$ cat src/adcseq_regs.vh
// Register offsets, field positions, reset values and timing of the sequencer
`ifndef ADCSEQ_REGS_VH
`define ADCSEQ_REGS_VH

// ------------------------------------------------------------------
// Register byte offsets
// ------------------------------------------------------------------
`define ADCSEQ_CTRL_OFS      8'h00
`define ADCSEQ_PRELOAD_OFS   8'h04
`define ADCSEQ_STATUS_OFS    8'h08
`define ADCSEQ_TIMER_OFS     8'h0c

// ------------------------------------------------------------------
// Control register fields
// ------------------------------------------------------------------
`define ADCSEQ_SRC_LSB       0
`define ADCSEQ_SRC_MSB       1
`define ADCSEQ_CNT_LSB       2
`define ADCSEQ_CNT_MSB       4
`define ADCSEQ_TWOCH_BIT     5
`define ADCSEQ_GAP_LSB       8
`define ADCSEQ_GAP_MSB       11
`define ADCSEQ_GO_BIT        16
`define ADCSEQ_RUN_BIT       17

// ------------------------------------------------------------------
// Status register fields (write one to clear where noted)
// ------------------------------------------------------------------
`define ADCSEQ_ST_OVR_BIT    2
`define ADCSEQ_ST_IRQ_BIT    3

// ------------------------------------------------------------------
// Encodings and reset values
// ------------------------------------------------------------------
`define ADCSEQ_SRC_DELAY     2'b10
`define ADCSEQ_SRC_FREE      2'b11
`define ADCSEQ_CNT_MANUAL    3'b000
`define ADCSEQ_SRC_RST       2'b00
`define ADCSEQ_CNT_RST       3'b000
`define ADCSEQ_GAP_RST       4'h0
`define ADCSEQ_PRELOAD_RST   16'h0000
`define ADCSEQ_TIMER_FULL    16'hffff

// ------------------------------------------------------------------
// Timing
// ------------------------------------------------------------------
`define ADCSEQ_CLK_NS        40
`define ADCSEQ_GAP_UNIT_NS   160

`endif

$ cat src/adcseq_delay_timer.v
// Sixteen-bit up-counting delay timer with preload and overflow pulse
`timescale 1ns/100ps
`default_nettype none

`include "adcseq_regs.vh"

module adcseq_delay_timer #(
  parameter WIDTH = 16
) (
  input  wire             pclk,
  input  wire             presetn,
  input  wire             run,
  input  wire             load,
  input  wire [WIDTH-1:0] load_value,
  input  wire [WIDTH-1:0] preload,
  output wire [WIDTH-1:0] count,
  output wire             overflow
);

  reg [WIDTH-1:0] cnt;

  // ------------------------------------------------------------------
  // Counter
  // ------------------------------------------------------------------
  assign count    = cnt;
  assign overflow = run && (cnt == {WIDTH{1'b1}});

  always @(posedge pclk or negedge presetn) begin
    if (!presetn) begin
      cnt <= `ADCSEQ_PRELOAD_RST;
    end else if (load) begin
      // A load wins over overflow reload and counting; the sequencer only loads while stopped
      cnt <= load_value;
    end else if (overflow) begin
      cnt <= preload;
    end else if (run) begin
      cnt <= cnt + {{(WIDTH-1){1'b0}}, 1'b1};
    end
  end

endmodule // adcseq_delay_timer

`default_nettype wire

$ cat src/adcseq_gap_timer.v
// Programmable gap between conversions, in units of a fixed cycle count
`timescale 1ns/100ps
`default_nettype none

`include "adcseq_regs.vh"

module adcseq_gap_timer #(
  parameter UNIT_CYCLES = 4
) (
  input  wire       pclk,
  input  wire       presetn,
  input  wire       run,
  input  wire [3:0] gap,
  output wire       done
);

  localparam [9:0] UNIT = UNIT_CYCLES;

  reg  [9:0] cnt;
  wire [9:0] target;

  // ------------------------------------------------------------------
  // Gap length is (gap + 1) units so a zero code still separates
  // ------------------------------------------------------------------
  assign target = ({6'h00, gap} + 10'h001) * UNIT;
  assign done   = run && (cnt == target - 10'h001);

  always @(posedge pclk or negedge presetn) begin
    if (!presetn) begin
      cnt <= 10'h000;
    end else if (!run || done) begin
      cnt <= 10'h000;
    end else begin
      cnt <= cnt + 10'h001;
    end
  end

endmodule // adcseq_gap_timer

`default_nettype wire

$ cat src/adcseq_sequencer.v
// Automatic conversion sequencer with APB registers, top level
// Operation
// - Source 10 with nonzero count: go bit enables timer-delayed conversions
// - Source 10: setting go bit also sets timer run bit at once
// - Delay counter counts from preload to ffff; overflow starts conversion
// - After overflow counter reloads preload; each overflow while waiting starts next one
// - Source 10 done after N: clear run and go, set interrupt flag
// - Count select picks N from 1, 2, 4, 8 or 16
// - No new start while go bit is high; only after N done or a stop
// - Interrupt stays raised if all conversions finished before go cleared
// - Go rising clears overrun flag; in source 10 sets run bit too
// - Overflow during work sets overrun, is ignored, work completes
// - Two-channel source 10: overflow starts ch1, gap, ch2, then wait
// - Source 11: go starts conversion at once, then gap after each
// - Source 11 done after N: clear only go, set interrupt flag
// - Source 11 go cleared: reset after busy falls, or at once if idle
// - Two-channel source 11: gap after ch2, then next pair until N
//
// Design decisions made here: the APB slave port and the register offsets.
`timescale 1ns/100ps
`default_nettype none

`include "adcseq_regs.vh"

module adcseq_sequencer #(
  parameter GAP_UNIT_NS = `ADCSEQ_GAP_UNIT_NS,
  parameter CLK_NS      = `ADCSEQ_CLK_NS
) (
  input  wire        pclk,
  input  wire        presetn,
  input  wire        psel,
  input  wire        penable,
  input  wire        pwrite,
  input  wire [7:0]  paddr,
  input  wire [31:0] pwdata,
  output reg  [31:0] prdata,
  output reg         pready,
  output reg         pslverr,
  input  wire        conv_busy_pin,
  output reg         conv_start,
  output reg         conv_channel,
  output reg         adc_irq
);

  localparam GAP_UNIT_CYCLES = (GAP_UNIT_NS + CLK_NS - 1) / CLK_NS;

  localparam [2:0] S_IDLE  = 3'd0;
  localparam [2:0] S_WTRIG = 3'd1;
  localparam [2:0] S_START = 3'd2;
  localparam [2:0] S_CONV  = 3'd3;
  localparam [2:0] S_GAP   = 3'd4;

  // ------------------------------------------------------------------
  // State
  // ------------------------------------------------------------------
  reg  [1:0]  trigger_source_select;
  reg  [2:0]  auto_count_select;
  reg         two_channel;
  reg  [3:0]  channel_gap_time;
  reg         auto_go_bit;
  reg         delay_timer_run;
  reg         retrigger_overrun_flag;
  reg  [15:0] delay_timer_preload;
  reg  [2:0]  state;
  reg  [4:0]  done_cnt;
  reg         stop_req;
  reg         busy_s1;
  reg         busy_s2;
  reg         busy_d;

  wire [15:0] tmr_count;
  wire        tmr_ovf;
  wire        gap_done;
  wire        acc;
  wire        wr;
  wire        wr_ctrl;
  wire        wr_pre;
  wire        wr_stat;
  wire        mapped;
  wire        busy_fall;
  wire        busy_rise;
  wire        src_delay;
  wire        go_start;
  wire        go_stop;
  wire [4:0]  n_target;
  wire [4:0]  done_next;
  wire        working;
  reg  [31:0] rd_mux;

  // ------------------------------------------------------------------
  // Count select decode
  // ------------------------------------------------------------------
  function [4:0] n_of;
    input [2:0] code;
    begin
      case (code)
        3'b001:  n_of = 5'd1;
        3'b010:  n_of = 5'd2;
        3'b011:  n_of = 5'd4;
        3'b100:  n_of = 5'd8;
        default: n_of = 5'd16;
      endcase
    end
  endfunction

  assign n_target  = n_of(auto_count_select);
  assign done_next = done_cnt + 5'd1;
  assign src_delay = (trigger_source_select == `ADCSEQ_SRC_DELAY);
  assign working   = (state == S_START) || (state == S_CONV) ||
                     (state == S_GAP);

  // ------------------------------------------------------------------
  // Busy synchroniser; only the second stage and its delayed copy busy_d feed logic
  // ------------------------------------------------------------------
  always @(posedge pclk or negedge presetn) begin
    if (!presetn) begin
      busy_s1 <= 1'b0;
      busy_s2 <= 1'b0;
      busy_d  <= 1'b0;
    end else begin
      busy_s1 <= conv_busy_pin;
      busy_s2 <= busy_s1;
      busy_d  <= busy_s2;
    end
  end

  assign busy_fall = busy_d && !busy_s2;
  assign busy_rise = !busy_d && busy_s2;

  // ------------------------------------------------------------------
  // APB decode
  // ------------------------------------------------------------------
  assign mapped  = (paddr == `ADCSEQ_CTRL_OFS) ||
                   (paddr == `ADCSEQ_PRELOAD_OFS) ||
                   (paddr == `ADCSEQ_STATUS_OFS) ||
                   (paddr == `ADCSEQ_TIMER_OFS);
  assign acc     = psel && penable && pready;
  assign wr      = acc && pwrite && mapped;
  assign wr_ctrl = wr && (paddr == `ADCSEQ_CTRL_OFS);
  assign wr_pre  = wr && (paddr == `ADCSEQ_PRELOAD_OFS);
  assign wr_stat = wr && (paddr == `ADCSEQ_STATUS_OFS);

  // A start needs idle, a covered source and a nonzero count code
  assign go_start = wr_ctrl && pwdata[`ADCSEQ_GO_BIT] && !auto_go_bit &&
                    (state == S_IDLE) &&
                    pwdata[`ADCSEQ_SRC_MSB] &&
                    (pwdata[`ADCSEQ_CNT_MSB:`ADCSEQ_CNT_LSB] !=
                     `ADCSEQ_CNT_MANUAL);
  assign go_stop  = wr_ctrl && !pwdata[`ADCSEQ_GO_BIT] && auto_go_bit;

  always @* begin
    case (paddr)
      `ADCSEQ_CTRL_OFS:
        rd_mux = {14'h0000, delay_timer_run, auto_go_bit, 4'h0,
                  channel_gap_time, 2'b00, two_channel,
                  auto_count_select, trigger_source_select};
      `ADCSEQ_PRELOAD_OFS:
        rd_mux = {16'h0000, delay_timer_preload};
      `ADCSEQ_STATUS_OFS:
        rd_mux = {19'h00000, done_cnt, 3'b000, busy_s2, adc_irq,
                  retrigger_overrun_flag, delay_timer_run, auto_go_bit};
      `ADCSEQ_TIMER_OFS:
        rd_mux = {16'h0000, tmr_count};
      default:
        rd_mux = 32'h00000000;
    endcase
  end

  // One wait-free access: ready comes up in the access phase
  always @(posedge pclk or negedge presetn) begin
    if (!presetn) begin
      pready  <= 1'b0;
      pslverr <= 1'b0;
      prdata  <= 32'h00000000;
    end else begin
      pready  <= psel && !penable;
      pslverr <= psel && !penable && !mapped;
      if (psel && !penable) begin
        prdata <= rd_mux;
      end
    end
  end

  // ------------------------------------------------------------------
  // Configuration registers; mode is frozen while a group runs
  // ------------------------------------------------------------------
  always @(posedge pclk or negedge presetn) begin
    if (!presetn) begin
      trigger_source_select <= `ADCSEQ_SRC_RST;
      auto_count_select     <= `ADCSEQ_CNT_RST;
      two_channel           <= 1'b0;
      channel_gap_time      <= `ADCSEQ_GAP_RST;
      delay_timer_preload   <= `ADCSEQ_PRELOAD_RST;
    end else begin
      if (wr_ctrl && !auto_go_bit) begin
        trigger_source_select <= pwdata[`ADCSEQ_SRC_MSB:`ADCSEQ_SRC_LSB];
        auto_count_select     <= pwdata[`ADCSEQ_CNT_MSB:`ADCSEQ_CNT_LSB];
        two_channel           <= pwdata[`ADCSEQ_TWOCH_BIT];
        channel_gap_time      <= pwdata[`ADCSEQ_GAP_MSB:`ADCSEQ_GAP_LSB];
      end
      if (wr_pre) begin
        delay_timer_preload <= pwdata[15:0];
      end
    end
  end

  // ------------------------------------------------------------------
  // Timers
  // ------------------------------------------------------------------
  adcseq_delay_timer #(
    .WIDTH      (16)
  ) u_delay (
    .pclk       (pclk),
    .presetn    (presetn),
    .run        (delay_timer_run),
    .load       (wr_pre && !delay_timer_run),
    .load_value (pwdata[15:0]),
    .preload    (delay_timer_preload),
    .count      (tmr_count),
    .overflow   (tmr_ovf)
  );

  adcseq_gap_timer #(
    .UNIT_CYCLES (GAP_UNIT_CYCLES)
  ) u_gap (
    .pclk        (pclk),
    .presetn     (presetn),
    .run         (state == S_GAP),
    .gap         (channel_gap_time),
    .done        (gap_done)
  );

  // ------------------------------------------------------------------
  // Sequencer
  // ------------------------------------------------------------------
  always @(posedge pclk or negedge presetn) begin
    if (!presetn) begin
      state                  <= S_IDLE;
      auto_go_bit            <= 1'b0;
      delay_timer_run        <= 1'b0;
      retrigger_overrun_flag <= 1'b0;
      adc_irq                <= 1'b0;
      done_cnt               <= 5'd0;
      stop_req               <= 1'b0;
      conv_start             <= 1'b0;
      conv_channel           <= 1'b0;
    end else begin
      conv_start <= 1'b0;
      // Software side: run bit write and write-one-to-clear flags
      if (wr_ctrl) begin
        delay_timer_run <= pwdata[`ADCSEQ_RUN_BIT];
      end
      if (wr_stat && pwdata[`ADCSEQ_ST_OVR_BIT]) begin
        retrigger_overrun_flag <= 1'b0;
      end
      if (wr_stat && pwdata[`ADCSEQ_ST_IRQ_BIT]) begin
        adc_irq <= 1'b0;
      end
      // Overflow while work is in progress is dropped and flagged
      if (src_delay && tmr_ovf && auto_go_bit && working) begin
        retrigger_overrun_flag <= 1'b1;
      end
      if (go_start) begin
        auto_go_bit            <= 1'b1;
        retrigger_overrun_flag <= 1'b0;
        done_cnt               <= 5'd0;
        stop_req               <= 1'b0;
        if (pwdata[`ADCSEQ_SRC_MSB:`ADCSEQ_SRC_LSB] == `ADCSEQ_SRC_DELAY) begin
          delay_timer_run <= 1'b1;
          state           <= S_WTRIG;
        end else begin
          conv_start   <= 1'b1;
          conv_channel <= 1'b0;
          state        <= S_START;
        end
      end else if (go_stop && (state != S_START) && (state != S_CONV)) begin
        auto_go_bit <= 1'b0;
        state       <= S_IDLE;
        done_cnt    <= 5'd0;
      end else begin
        // A stop while converting must not swallow a busy edge
        if (go_stop) begin
          auto_go_bit <= 1'b0;
          stop_req    <= 1'b1;
        end
        case (state)
          S_IDLE: begin
            stop_req <= 1'b0;
          end
          S_WTRIG: begin
            if (tmr_ovf) begin
              conv_start   <= 1'b1;
              conv_channel <= 1'b0;
              state        <= S_START;
            end
          end
          S_START: begin
            if (busy_rise) begin
              state <= S_CONV;
            end
          end
          S_CONV: begin
            if (busy_fall) begin
              if (stop_req || go_stop) begin
                // Deferred reset once the running conversion ends
                state    <= S_IDLE;
                done_cnt <= 5'd0;
                stop_req <= 1'b0;
              end else if (two_channel && !conv_channel) begin
                state        <= S_GAP;
              end else begin
                done_cnt     <= done_next;
                if (done_next == n_target) begin
                  auto_go_bit <= 1'b0;
                  adc_irq     <= 1'b1;
                  if (src_delay) begin
                    delay_timer_run <= 1'b0;
                  end
                  state <= S_IDLE;
                end else if (src_delay) begin
                  state <= S_WTRIG;
                end else begin
                  state <= S_GAP;
                end
              end
            end
          end
          S_GAP: begin
            if (gap_done) begin
              conv_start   <= 1'b1;
              conv_channel <= two_channel && !conv_channel;
              state        <= S_START;
            end
          end
          default: begin
            state <= S_IDLE;
          end
        endcase
      end
    end
  end

endmodule // adcseq_sequencer

`default_nettype wire

$ cat config.mk
export PLATFORM = sky130hd
export DESIGN_NAME = adcseq_sequencer
export DESIGN_NICKNAME = d
export VERILOG_FILES = /design/src/adcseq_delay_timer.v /design/src/adcseq_gap_timer.v /design/src/adcseq_sequencer.v
export VERILOG_INCLUDE_DIRS = /design/src
export SDC_FILE = /design/constraint.sdc
export NUM_CORES = 1
export LEC_CHECK = 0
export BUFFER_PORTS_ARGS = -buffer_cell sky130_fd_sc_hd__buf_2
export CORE_MARGIN = 3
export CORE_UTILIZATION = 45
export DETAILED_ROUTE_END_ITERATION = 8
export GPL_ROUTABILITY_DRIVEN = 0
export PLACE_DENSITY = 0.66
export SYNTH_ARGS = -nofsm -noshare
export SYNTH_HDL_FRONTEND = slang
export SYNTH_SLANG_ARGS = --single-unit
$ cat constraint.sdc
create_clock -name pclk -period 2.6 [get_ports pclk]
set_input_delay 0.13 -clock pclk [delete_from_list [all_inputs] [get_ports pclk]]
set_output_delay 0.13 -clock pclk [all_outputs]
set_load 0.02 [all_outputs]
---- After elaboration in Yosys (flattened, before gate mapping) ----
Cells that the tools add are included.
operators by class
  add/subtract/negate cells ............... 5
  eq/ne operators ......................... 28
  mux-type cells .......................... 71
  reductions and logical operators ........ 57
operators by type and width
  operator                 number
  $pmux W18 S4             1
  $mux W16                 3
  $mux W1                  44
  $logic_and A1 B1 Y1      30
  $mux W3                  10
  $mux W5                  6
  $pmux W5 S4              1
  $reduce_bool A3 Y1       6
  $add A16 B1 Y16 const B  1
  $eq A16 B16 Y1 const B   1
  $eq A8 B4 Y1 const B     2
  $pmux W3 S5              1
  $eq A3 B2 Y1 const B     4
  $ne A4 B4 Y1 const B     3
  $add A10 B1 Y10 const B  1
  $eq A10 B10 Y1           1
  $mux W10                 1
  $reduce_and A5 Y1        2
  $sub A10 B1 Y10 const B  1
  $logic_not A1 Y1         9
  $ne A3 B2 Y1 const B     3
  $eq A8 B3 Y1 const B     1
  $logic_not A8 Y1         1
  $ne A4 B3 Y1 const B     2
  13 further kinds         26
word-level totals
  register bits ........................... 104
  input bits .............................. 46
  output and inout bits ................... 37
  word-level logic and storage cells ...... 183

---- Longest topological paths before layout ----
Gate-level depths: netlist of run 1.
  depth in word-level cells ............... 16
  mapped depth ............................ 10
  mapped depth without buffers ............ 8

---- Hierarchy ----
A second synthesis of run 1 with hierarchy kept.
unflattened totals
  cells, all modules ...................... 558
  area total of the unflattened synthesis .. 5,465.2 µm²
modules (own cells, without submodules)
  module              times used  cells each  area each (µm²)  seq. area each (µm²)
  adcseq_sequencer    1           312         3,363.2          1,601.5
  adcseq_delay_timer  1           143         1,214.9          400.4
  adcseq_gap_timer    1           103         887.1            250.2

---- Worst setup path after synthesis of run 1 ----
Ideal clock, no wire load.
  path type ............................... register to register
  start point ............................. register channel_gap_time[0]
  end point ............................... register state[0]
  arrival time ............................ 2.255 ns
  data required time ...................... 2.472 ns
  slack ................................... 0.218 ns
  stages on the path, launching flop included .. 10
  buffers on the path ..................... 1
  cell sequence ........................... dfrtp_1 ha_1 or2_2 a21boi_0 o21ai_0 xnor2_1 nand4bb_1 clkbuf_1 a21boi_2 mux2_1
between the ends
  cells in the longest elaborated chain, start to end .. 6
ends and longest elaborated chain
  what                                RTL line                RTL
  start: declaration                  adcseq_sequencer.v:59   reg [3:0] channel_gap_time;
  start signal: assignment            adcseq_sequencer.v:192  channel_gap_time <= `ADCSEQ_GAP_RST;
  start signal: assignment            adcseq_sequencer.v:199  channel_gap_time <= pwdata[`ADCSEQ_GAP_MSB:`ADCSEQ_GAP_LSB];
  $add A4 B1 Y5                       adcseq_gap_timer.v:25   assign target = ({6'h00, gap} + 10'h001) * UNIT;
  $sub A10 B1 Y10                     adcseq_gap_timer.v:26   assign done = run && (cnt == target - 10'h001);
  $eq A10 B10 Y1                      adcseq_gap_timer.v:26
  $logic_and A1 B1 Y1                 adcseq_gap_timer.v:26
  $ne A4 B4 Y1 (no source line)       --
  $reduce_and A5 Y1 (no source line)  --
  end signal: assignment              adcseq_sequencer.v:238  state <= S_IDLE;
  end signal: assignment              adcseq_sequencer.v:270  state <= S_WTRIG;
  end signal: assignment              adcseq_sequencer.v:274  state <= S_START;
  end: declaration                    adcseq_sequencer.v:64   reg [2:0] state;
No other way between the ends.
A chain may end at the register's enable or synchronous reset.

---- Final worst setup path of run 1 ----
  start point ............................. register channel_gap_time[0]
  end point ............................... register conv_channel
between the ends
  cells in the longest elaborated chain, start to end .. 6
ends and longest elaborated chain
  what                                RTL line                RTL
  $add A4 B1 Y5                       adcseq_gap_timer.v:25
  $sub A10 B1 Y10                     adcseq_gap_timer.v:26
  $eq A10 B10 Y1                      adcseq_gap_timer.v:26
  $logic_and A1 B1 Y1                 adcseq_gap_timer.v:26
  $ne A3 B3 Y1 (no source line)       --
  $reduce_and A5 Y1 (no source line)  --
  end signal: assignment              adcseq_sequencer.v:331  conv_channel <= two_channel && !conv_channel;
  end: declaration                    adcseq_sequencer.v:41   output reg conv_channel,
No other way between the ends.

==> results.md, run 1 <==
- Die width: 111.8 um
- Critical Path Max Stage Delay: about 450 ps
- Ys async rst share: 1.000
- Vias in the first global route: ~4.3k
- CP Cell Sequence: ha_1, or2_2, o21a_1, o21ai_0, o311ai_0, nand4bb_4, buf_4, o21a_1, o31ai_1
- Initial Util: 0.4750
- Post-Syn Area: around 5000 um^2
- Most used cell, CP: o21a_1
- Buffer depth of the longest clock path: 2
- Clk root buf: clkbuf_8
- Fin cells: 743
- Crit path max fanout: 5
- Sequential-to-total area share from yosys stat: 0.4472
- Largest net degree at the start of global routing: 50
- Synth cell types: 62
- Nets@finish: 653
- Final setup vio count: 0
- Post-CTS Setup Inserts: 0
- Clock latency at the later pin of the worst-skew pair: 370 ps
- Max IR drop VDD: around 360 uV
- FMAX: a little over 400 MHz
- Pleak: 0.002733 uW
- Tot GR Track Use: 0.2113
- Max-Slew Margin vs Limit: 0.5601
- Final instance area: 5861 um^2
- ANT cells: 0
- Setup Skew: approximately 11 ps
- Total gr overflow: 0
- Crit Path Category: flop to flop
- Worst setup SP type: flop
- # IOs: 83
- Final Cycle Share: 0.9355
- Initial DRT Pass Iterations: 5
- Syn Area/Cell: around 9.5 um^2
- Sum of negative setup slack: 0 ps
- Filler Cell Count: between 900 and 1k
- Cell taking the most area after synthesis: dfrtp_1
- Min Tclk post-route: approximately 2400 ps
- H-Tree Depth: 3
- Critical Path RT: around 2900 ps
- Max-slew violation count: 0
- WL per Instance: approximately 18 um
- Placed insts: 717
- Worst hold path type: input pin to flop
- Final HPWL DP: between 9 and 10 mm
- Num rows: 37
- EDFF count, synth: 0
- Share of cells above drive strength 1: 0.2109
- Number of CTS-inserted buffers: 9
- Drt drc: 0
- Area contributors post-synth: dfrtp_1, nand2_1, mux4_2
- CTS sink cnt: 90
- Initial antenna violation count: 0
- RSZ-0062 raised after global routing: no
- CTS tree: done
- Pwr per Cell Area: between 500 and 600 nW/um^2
- Main synth FF type: dfrtp_1
- Slowest cell on crit path: dfrtp_1
- Initial DRC Count: around 310
- Vias: 4,281
- Tightest Pin Transition: around 660 ps
- YS warnings: 0
- Die Footprint: 12,500 um^2
- Die Ht: 111.8 um
- Total core area: about 11,000 um^2
- Share of the synthesized area in the top cell type: 0.4472
- First-pass GRT wire length: about 21 mm
- Critical Path AT: 2710 ps
- Post-Synthesis Cells: around 530
- Clk slew on worst S/H paths: approximately 90 ps
- Final Hold Viols: 0
- Outcome: complete, no violations
- Routed Antenna Nets: 0
- Flops & latches, synth: 90
- Area delta synth->final: 16.37%
- Via density: approximately 5.8
- IO Port Bufs: 54
- Routed WL: ~13 mm
- Placement Cell Area: 5485 um^2
- Max Cap Viol: 0
- Critical Path Sink Type: flop
==> layout make-up <==
class                           instances  area [um^2]  area share
Multi-Input combinational cell        410         2638      0.4500
Clock buffer                           12        165.2     0.02818
Inverter                                7        26.28    0.004483
Tap cell                              136        170.2     0.02903
Timing Repair Buffer                   84        535.5     0.09137
Sequential cell                        90         2253      0.3845
Clock inverter                          4        72.57     0.01238
==> report_power, final <==
group / internal [uW] / switching, uW / leakage [uW]
sequential: 1480 / 118 / 0.00117
clock: 619 / 503 / 0.000119
combinational: 295 / 372 / 0.00145
==> stage by stage <==
stage          setup slack (ps)  hold slack (ps)  total power, uW  utilization
5_1_grt                   24.98            13.33             3542       0.5528
3_3_place_gp              117.0            197.2             2250       0.5174
2_1_floorplan             217.8           -165.6             2064            -
6_report                  167.8            16.05             3387       0.5528
4_1_cts                   2.340            2.130             3397       0.5493
3_5_place_dp              34.36            205.4             2273       0.5174
==> registers in the layout, summed over array words and instances, names as in the netlist, 2 cells and up <==
register and cells:
u_gap.cnt 10, state 3, auto_count_select 3, done_cnt 5, u_delay.count 16, channel_gap_time 4
prdata 18, trigger_source_select 2, delay_timer_preload 16
==> worst paths after layout <==
path	slack (ps)	from	to	depth (start not counted)
worst min-delay path	20	pwdata[10]	delay_timer_preload[10]$_DFFE_PN0P_	3
min in group asynchronous	330	presetn	u_gap.cnt[7]$_DFF_PN0_	2
worst max-delay path	170	channel_gap_time[0]$_DFFE_PN0P_	conv_channel$_DFFE_PN0P_	9
max in group asynchronous	1630	presetn	busy_s2$_DFF_PN0_	3
worst max register to register	170	channel_gap_time[0]$_DFFE_PN0P_	conv_channel$_DFFE_PN0P_	9
worst min register to register	360	busy_s1$_DFF_PN0_	busy_s2$_DFF_PN0_	0
==> per-layer routing <==
metal	part of all wire	vias to the layer above	global-route usage
met3	0.056	29	0.04674
met1	0.43	2109	0.2788
met2	0.49	140	0.3421
met4	0.022	0	0.07705
met5	0	-	0
li1	-	2003	-
==> repair_timing <==
item	4_1_cts	5_1_grt
endpoints found under the setup margin	0	11
resized for setup	0	5
hold endpoints to repair	56	0
hold buffers	10	0
==> cell families (layout without fill, tap and decap cells) <==
group                    Yosys count  after routing  share of synthesized area
AO/OA/AOI/OAI                    102            102                     0.1381
XOR/XNOR                          28             28                    0.04869
adder cells (fa/ha/maj)            5              5                    0.01242
buffers and inverters             44            107                    0.04596
flip-flops                        90             90                     0.4472
multiplexers                      27             27                    0.07925
other                              1             14                  0.0007446
AND/OR/NAND/NOR                  234            234                     0.2276
==> cells in the mapped netlist, types with 4 or more instances <==
cell type,number
ha_1,5
inv_1,6
nor3_1,11
mux2i_1,5
xnor2_1,12
o21ai_0,24
nor2b_1,8
mux2_2,12
a31oi_1,7
o211ai_1,4
nand2b_1,10
xor2_1,16
nand2_1,92
and3_1,10
clkbuf_1,14
buf_4,16
buf_2,5
a221oi_1,6
a22o_1,13
mux4_2,9
nor2_1,51
a21oi_1,18
dfrtp_1,90
nand3_1,18
a211oi_1,7
==> cells in the final DEF (no fill, tap or decap), drive strengths merged, types with 7 or more instances in the layout <==
cell type,synthesis,layout
nand3,20,20
a21oi,18,18
mux2,13,13
nand2,93,93
and3,10,10
nor2b,8,8
mux4,9,9
xor2,16,16
nor3,11,11
a22o,13,13
nor2,51,51
nand2b,10,10
a211oi,8,8
dlygate4sd3,0,10
dfrtp,90,90
xnor2,12,12
buf,23,74
conb,1,14
o21ai,24,24
clkbuf,14,12
a31oi,7,7
==> critical path: cells and delay by family (launching register included) <==
family	cells	cell delay, ps
simple gates	2	650
fa+ha+maj	1	290
buf+inv	1	180
flops	1	450
compound gates	5	790
Note: power is estimated with default switching activity, not from simulation.
==> inputs of run 2 (changes only) <==
ABC_AREA = 1   (was not set)
SETUP_SLACK_MARGIN = 0.4   (was not set)
==> run 2 against run 1 <==
Routed wire length up 6.2%. Clock skew down 2.2 ps. Final cell count increased by 26%. Sequential share of layout area down 2.7 points. Die area grew 8.0%. Critical path type unchanged. Largest power group unchanged.
==> results.md, run 2 <==
- CTS sink cnt: 90 (unchanged)
- FF-to-FF path depth: 14 (+5)
- First-pass GRT wire length: 22.66 mm (+6.0%)
- Routed WL: 13.83 mm (+6.2%)
- Main synth FF type: dfrtp_1
- CP Cell Sequence: ha_2, inv_1, nand2_1, nand2_1, nor2_2, nand3_1, nand2_1, nand2_1, nand2_1, nor2_1, nand2_1, nand2_2, buf_4, nor3b_1
- Setup Skew: 8.956 ps (-2.152 ps)
- R2r setup slk: 540 ps (+370 ps)
- Final Cycle Share: 0.7913 (-0.1441)
- Area contributors post-synth: dfrtp_1, nand2_1, inv_1
- Die Ht: 116.2 um (+3.9%)
- Reg2Reg Capture Point: u_gap.cnt[2]$_DFF_PN0_
- Pleak: 0.003202 uW (+17%)
- Clk root buf: clkbuf_16
- Drt drc: 0 (unchanged)
- Ys async rst share: 1.000 (unchanged)
- Flops & latches, synth: 90 (unchanged)
- Initial Util: 0.4702 (-0.004881)
- Clk slew on worst S/H paths: 70 ps (-20 ps)
- Outcome: complete, no violations
- Critical Path Sink Type: flop
- Total core area: 11,610 um^2 (+9.5%)
- Share of cells above drive strength 1: 0.1816 (-0.02928)
- Routed Antenna Nets: 0 (unchanged)
- Final Hold Viols: 0 (unchanged)
- Pwr per Cell Area: 565.4 nW/um^2 (-2.2%)
- CTS tree: done
- Max-slew violation count: 0 (unchanged)
- Largest Register: prdata
- Flip-flop and latch area: 2255 um^2 (about the same)
- Hold Crit Depth: 3 (unchanged)
- Initial antenna violation count: 0 (unchanged)
- Most frequent cells after synthesis: nand2_1, inv_1, dfrtp_1
- Sequential-to-total area share from yosys stat: 0.4125 (-0.03474)
- Share of the synthesized area in the top cell type: 0.4125 (-0.03474)
- IO Port Bufs: 54 (unchanged)
- Crit Path Category: flop to flop
- Min Tclk post-route: 2057 ps (-374.7 ps)
- Commonest non-fill, non-tap cells in the layout: nand2_1, inv_1, dfrtp_1
- Area delta synth->final: 15.40%
- Nets@finish: 839 (+28%)
- Max Cap Viol: 0 (unchanged)
- H-Tree Depth: 3 (unchanged)
- Critical Path Max Stage Delay: 440 ps (about the same)
- R2R Path Start: channel_gap_time[0]$_DFFE_PN0P_
- Most frequent cell after synthesis: nand2_1
- YS warnings: 0 (unchanged)
- Slowest cell on crit path: dfrtp_2
- Worst hold start: pwdata[10]
- FMAX: 486.0 MHz (+18%)
- Final HPWL DP: 10.23 mm (+6.5%)
- Critical Path RT: 2870 ps (about the same)
- Most common cell after layout, fill and taps aside: nand2_1
- Most used cell, CP: nand2_1
- Num rows: 39 (+5.4%)
- Largest net degree at the start of global routing: 53 (+6.0%)
- Max-Slew Margin vs Limit: 0.5441 (-0.01606)
- RSZ-0062 raised after global routing: yes
- Die Footprint: 13,490 um^2 (+8.0%)
- Crit path max fanout: 10 (+5)
- Area of the multi-input gates: 2736 um^2 (+3.7%)
- EDFF count, synth: 0 (unchanged)
- Max IR drop VDD: 286.7 uV (-19%)
- Synth cell types: 45 (-27%)
- Number of flip-flops in the largest register: 18 (unchanged)
- Vias: 4,943 (+15%)
- Via density: 5.281 (-8.3%)
- Comb power frac: 0.161 (-0.036)
- Buffer depth of the longest clock path: 2 (unchanged)
- Tightest Pin Transition: 678.7 ps (+18.87 ps)
- WL per Instance: 14.78 um (-16%)
- Switching part of the total power: 0.2872 (-0.006245)
- Power Total: 3563 uW (+5.2%)
- Seq pwr share: 0.424 (-0.048)
- Sw Pwr: 1023 uW (+3.0%)
- Number of CTS-inserted buffers: 9 (unchanged)
- Post-Syn Area: 5460 um^2 (+8.4%)
- Vias in the first global route: 4,676 (+9.3%)
- Worst setup SP type: flop
- Filler Cell Count: 1,119 (+18%)
- Int Pwr: 2540 uW (+6.1%)
- # IOs: 83 (unchanged)
- Critical Path AT: 2330 ps (-380 ps)
- Cell taking the most area after synthesis: dfrtp_1
- Worst hold endpoint: channel_gap_time[2]$_DFFE_PN0P_
- Initial DRT Pass Iterations: 5 (unchanged)
- Worst hold path type: input pin to flop
- Post-Synthesis Cells: 726 (+37%)
- Tot GR Track Use: 0.2145 (+0.003162)
- Sum of negative setup slack: 0 ps (unchanged)
- Clock share of power: 0.414 (+0.083)
- ANT cells: 0 (unchanged)
- Final setup vio count: 0 (unchanged)
- Total gr overflow: 0 (unchanged)
- Die width: 116.2 um (+3.9%)
- Initial DRC Count: 256 (-18%)
- Clock latency at the later pin of the worst-skew pair: 350 ps (-20 ps)
- Syn Area/Cell: 7.521 um^2 (-21%)
run 2: cell count changes in the layout (fill, tap and decap cells not counted), sizes merged, moves of 9 or more:
cell and change:
nor2 +11, nand4 +16, mux2 -11, nand3 +28, inv +92, nand2b -10
o21ai +39, and3 -10, nand2 +113, a22o -12, mux4 -9
run 2: stage by stage:
stage	setup WS, ps	area (um^2)	utilization	hold slack [ps]	instances
6_report	542.5	6301	0.5426	5.594	936
3_3_place_gp	444.7	5838	0.5027	131.1	913
4_1_cts	400.6	6196	0.5335	5.073	931
3_5_place_dp	420.1	5838	0.5027	137.8	913
5_1_grt	285.9	6301	0.5426	17.84	936
2_1_floorplan	618.6	5509	-	-165.6	739
run 2: worst max-delay path by stage:
stage | from | to | depth (start not counted)
detailed placement | channel_gap_time[0]$_DFFE_PN0P_ | state[0]$_DFFE_PN0P_ | 15
floorplan | channel_gap_time[0]$_DFFE_PN0P_ | state[0]$_DFFE_PN0P_ | 15
global placement | channel_gap_time[0]$_DFFE_PN0P_ | state[0]$_DFFE_PN0P_ | 15
CTS | channel_gap_time[0]$_DFFE_PN0P_ | state[0]$_DFFE_PN0P_ | 15
finish | channel_gap_time[0]$_DFFE_PN0P_ | u_gap.cnt[2]$_DFF_PN0_ | 14
global route | channel_gap_time[0]$_DFFE_PN0P_ | u_gap.cnt[8]$_DFF_PN0_ | 14
run 2: cells by family after synthesis:
family	after synthesis	share of synthesized area
adder cells (fa/ha/maj)	5	0.01146
XOR/XNOR	19	0.03048
AND/OR/NAND/NOR	358	0.3032
flip-flops	90	0.4125
buffers and inverters	132	0.1072
other	1	0.0006868
multiplexers	2	0.004124
AO/OA/AOI/OAI	119	0.1304
run 2: power groups by stage:
stage               Combinational (uW)  Clock [uW]  Sequential (uW)
finish                             575        1480             1510
CTS                                568        1490             1510
global route                       652        1540             1520
floorplan                          406           0             1520
global placement                   540           0             1530
detailed placement                 560           0             1540
run 2: metal layers:
layer / global-route usage / up-vias / routed length (um)
met4: 0.1021 / 0 / 410
met3: 0.03161 / 27 / 712
met1: 0.2887 / 2297 / 6359
met2: 0.3414 / 150 / 6349
met5: 0 / - / 0
li1: - / 2469 / -
run 2: critical path: cells and delay by family (launching register included):
family                   cells  cell delay (ps)
adder cells (fa/ha/maj)      1              210
buffers and inverters        2              270
flip-flops                   1              440
AND/OR/NAND/NOR             11             1060
run 2: area by class of cell:
cell class / instances / area share
clock inverter: 5 / 0.01350
sequential: 90 / 0.3578
clock buffer: 11 / 0.04011
inverter: 98 / 0.05838
multi-input combinational: 517 / 0.4343
timing repair buffer: 72 / 0.06751
tap: 143 / 0.02840
run 2: timing repair:
item	CTS	global route
setup buffers	0	5
resized for setup	0	16
endpoints found under the hold margin	39	0
endpoints found under the setup margin	0	20
hold buffers	2	0
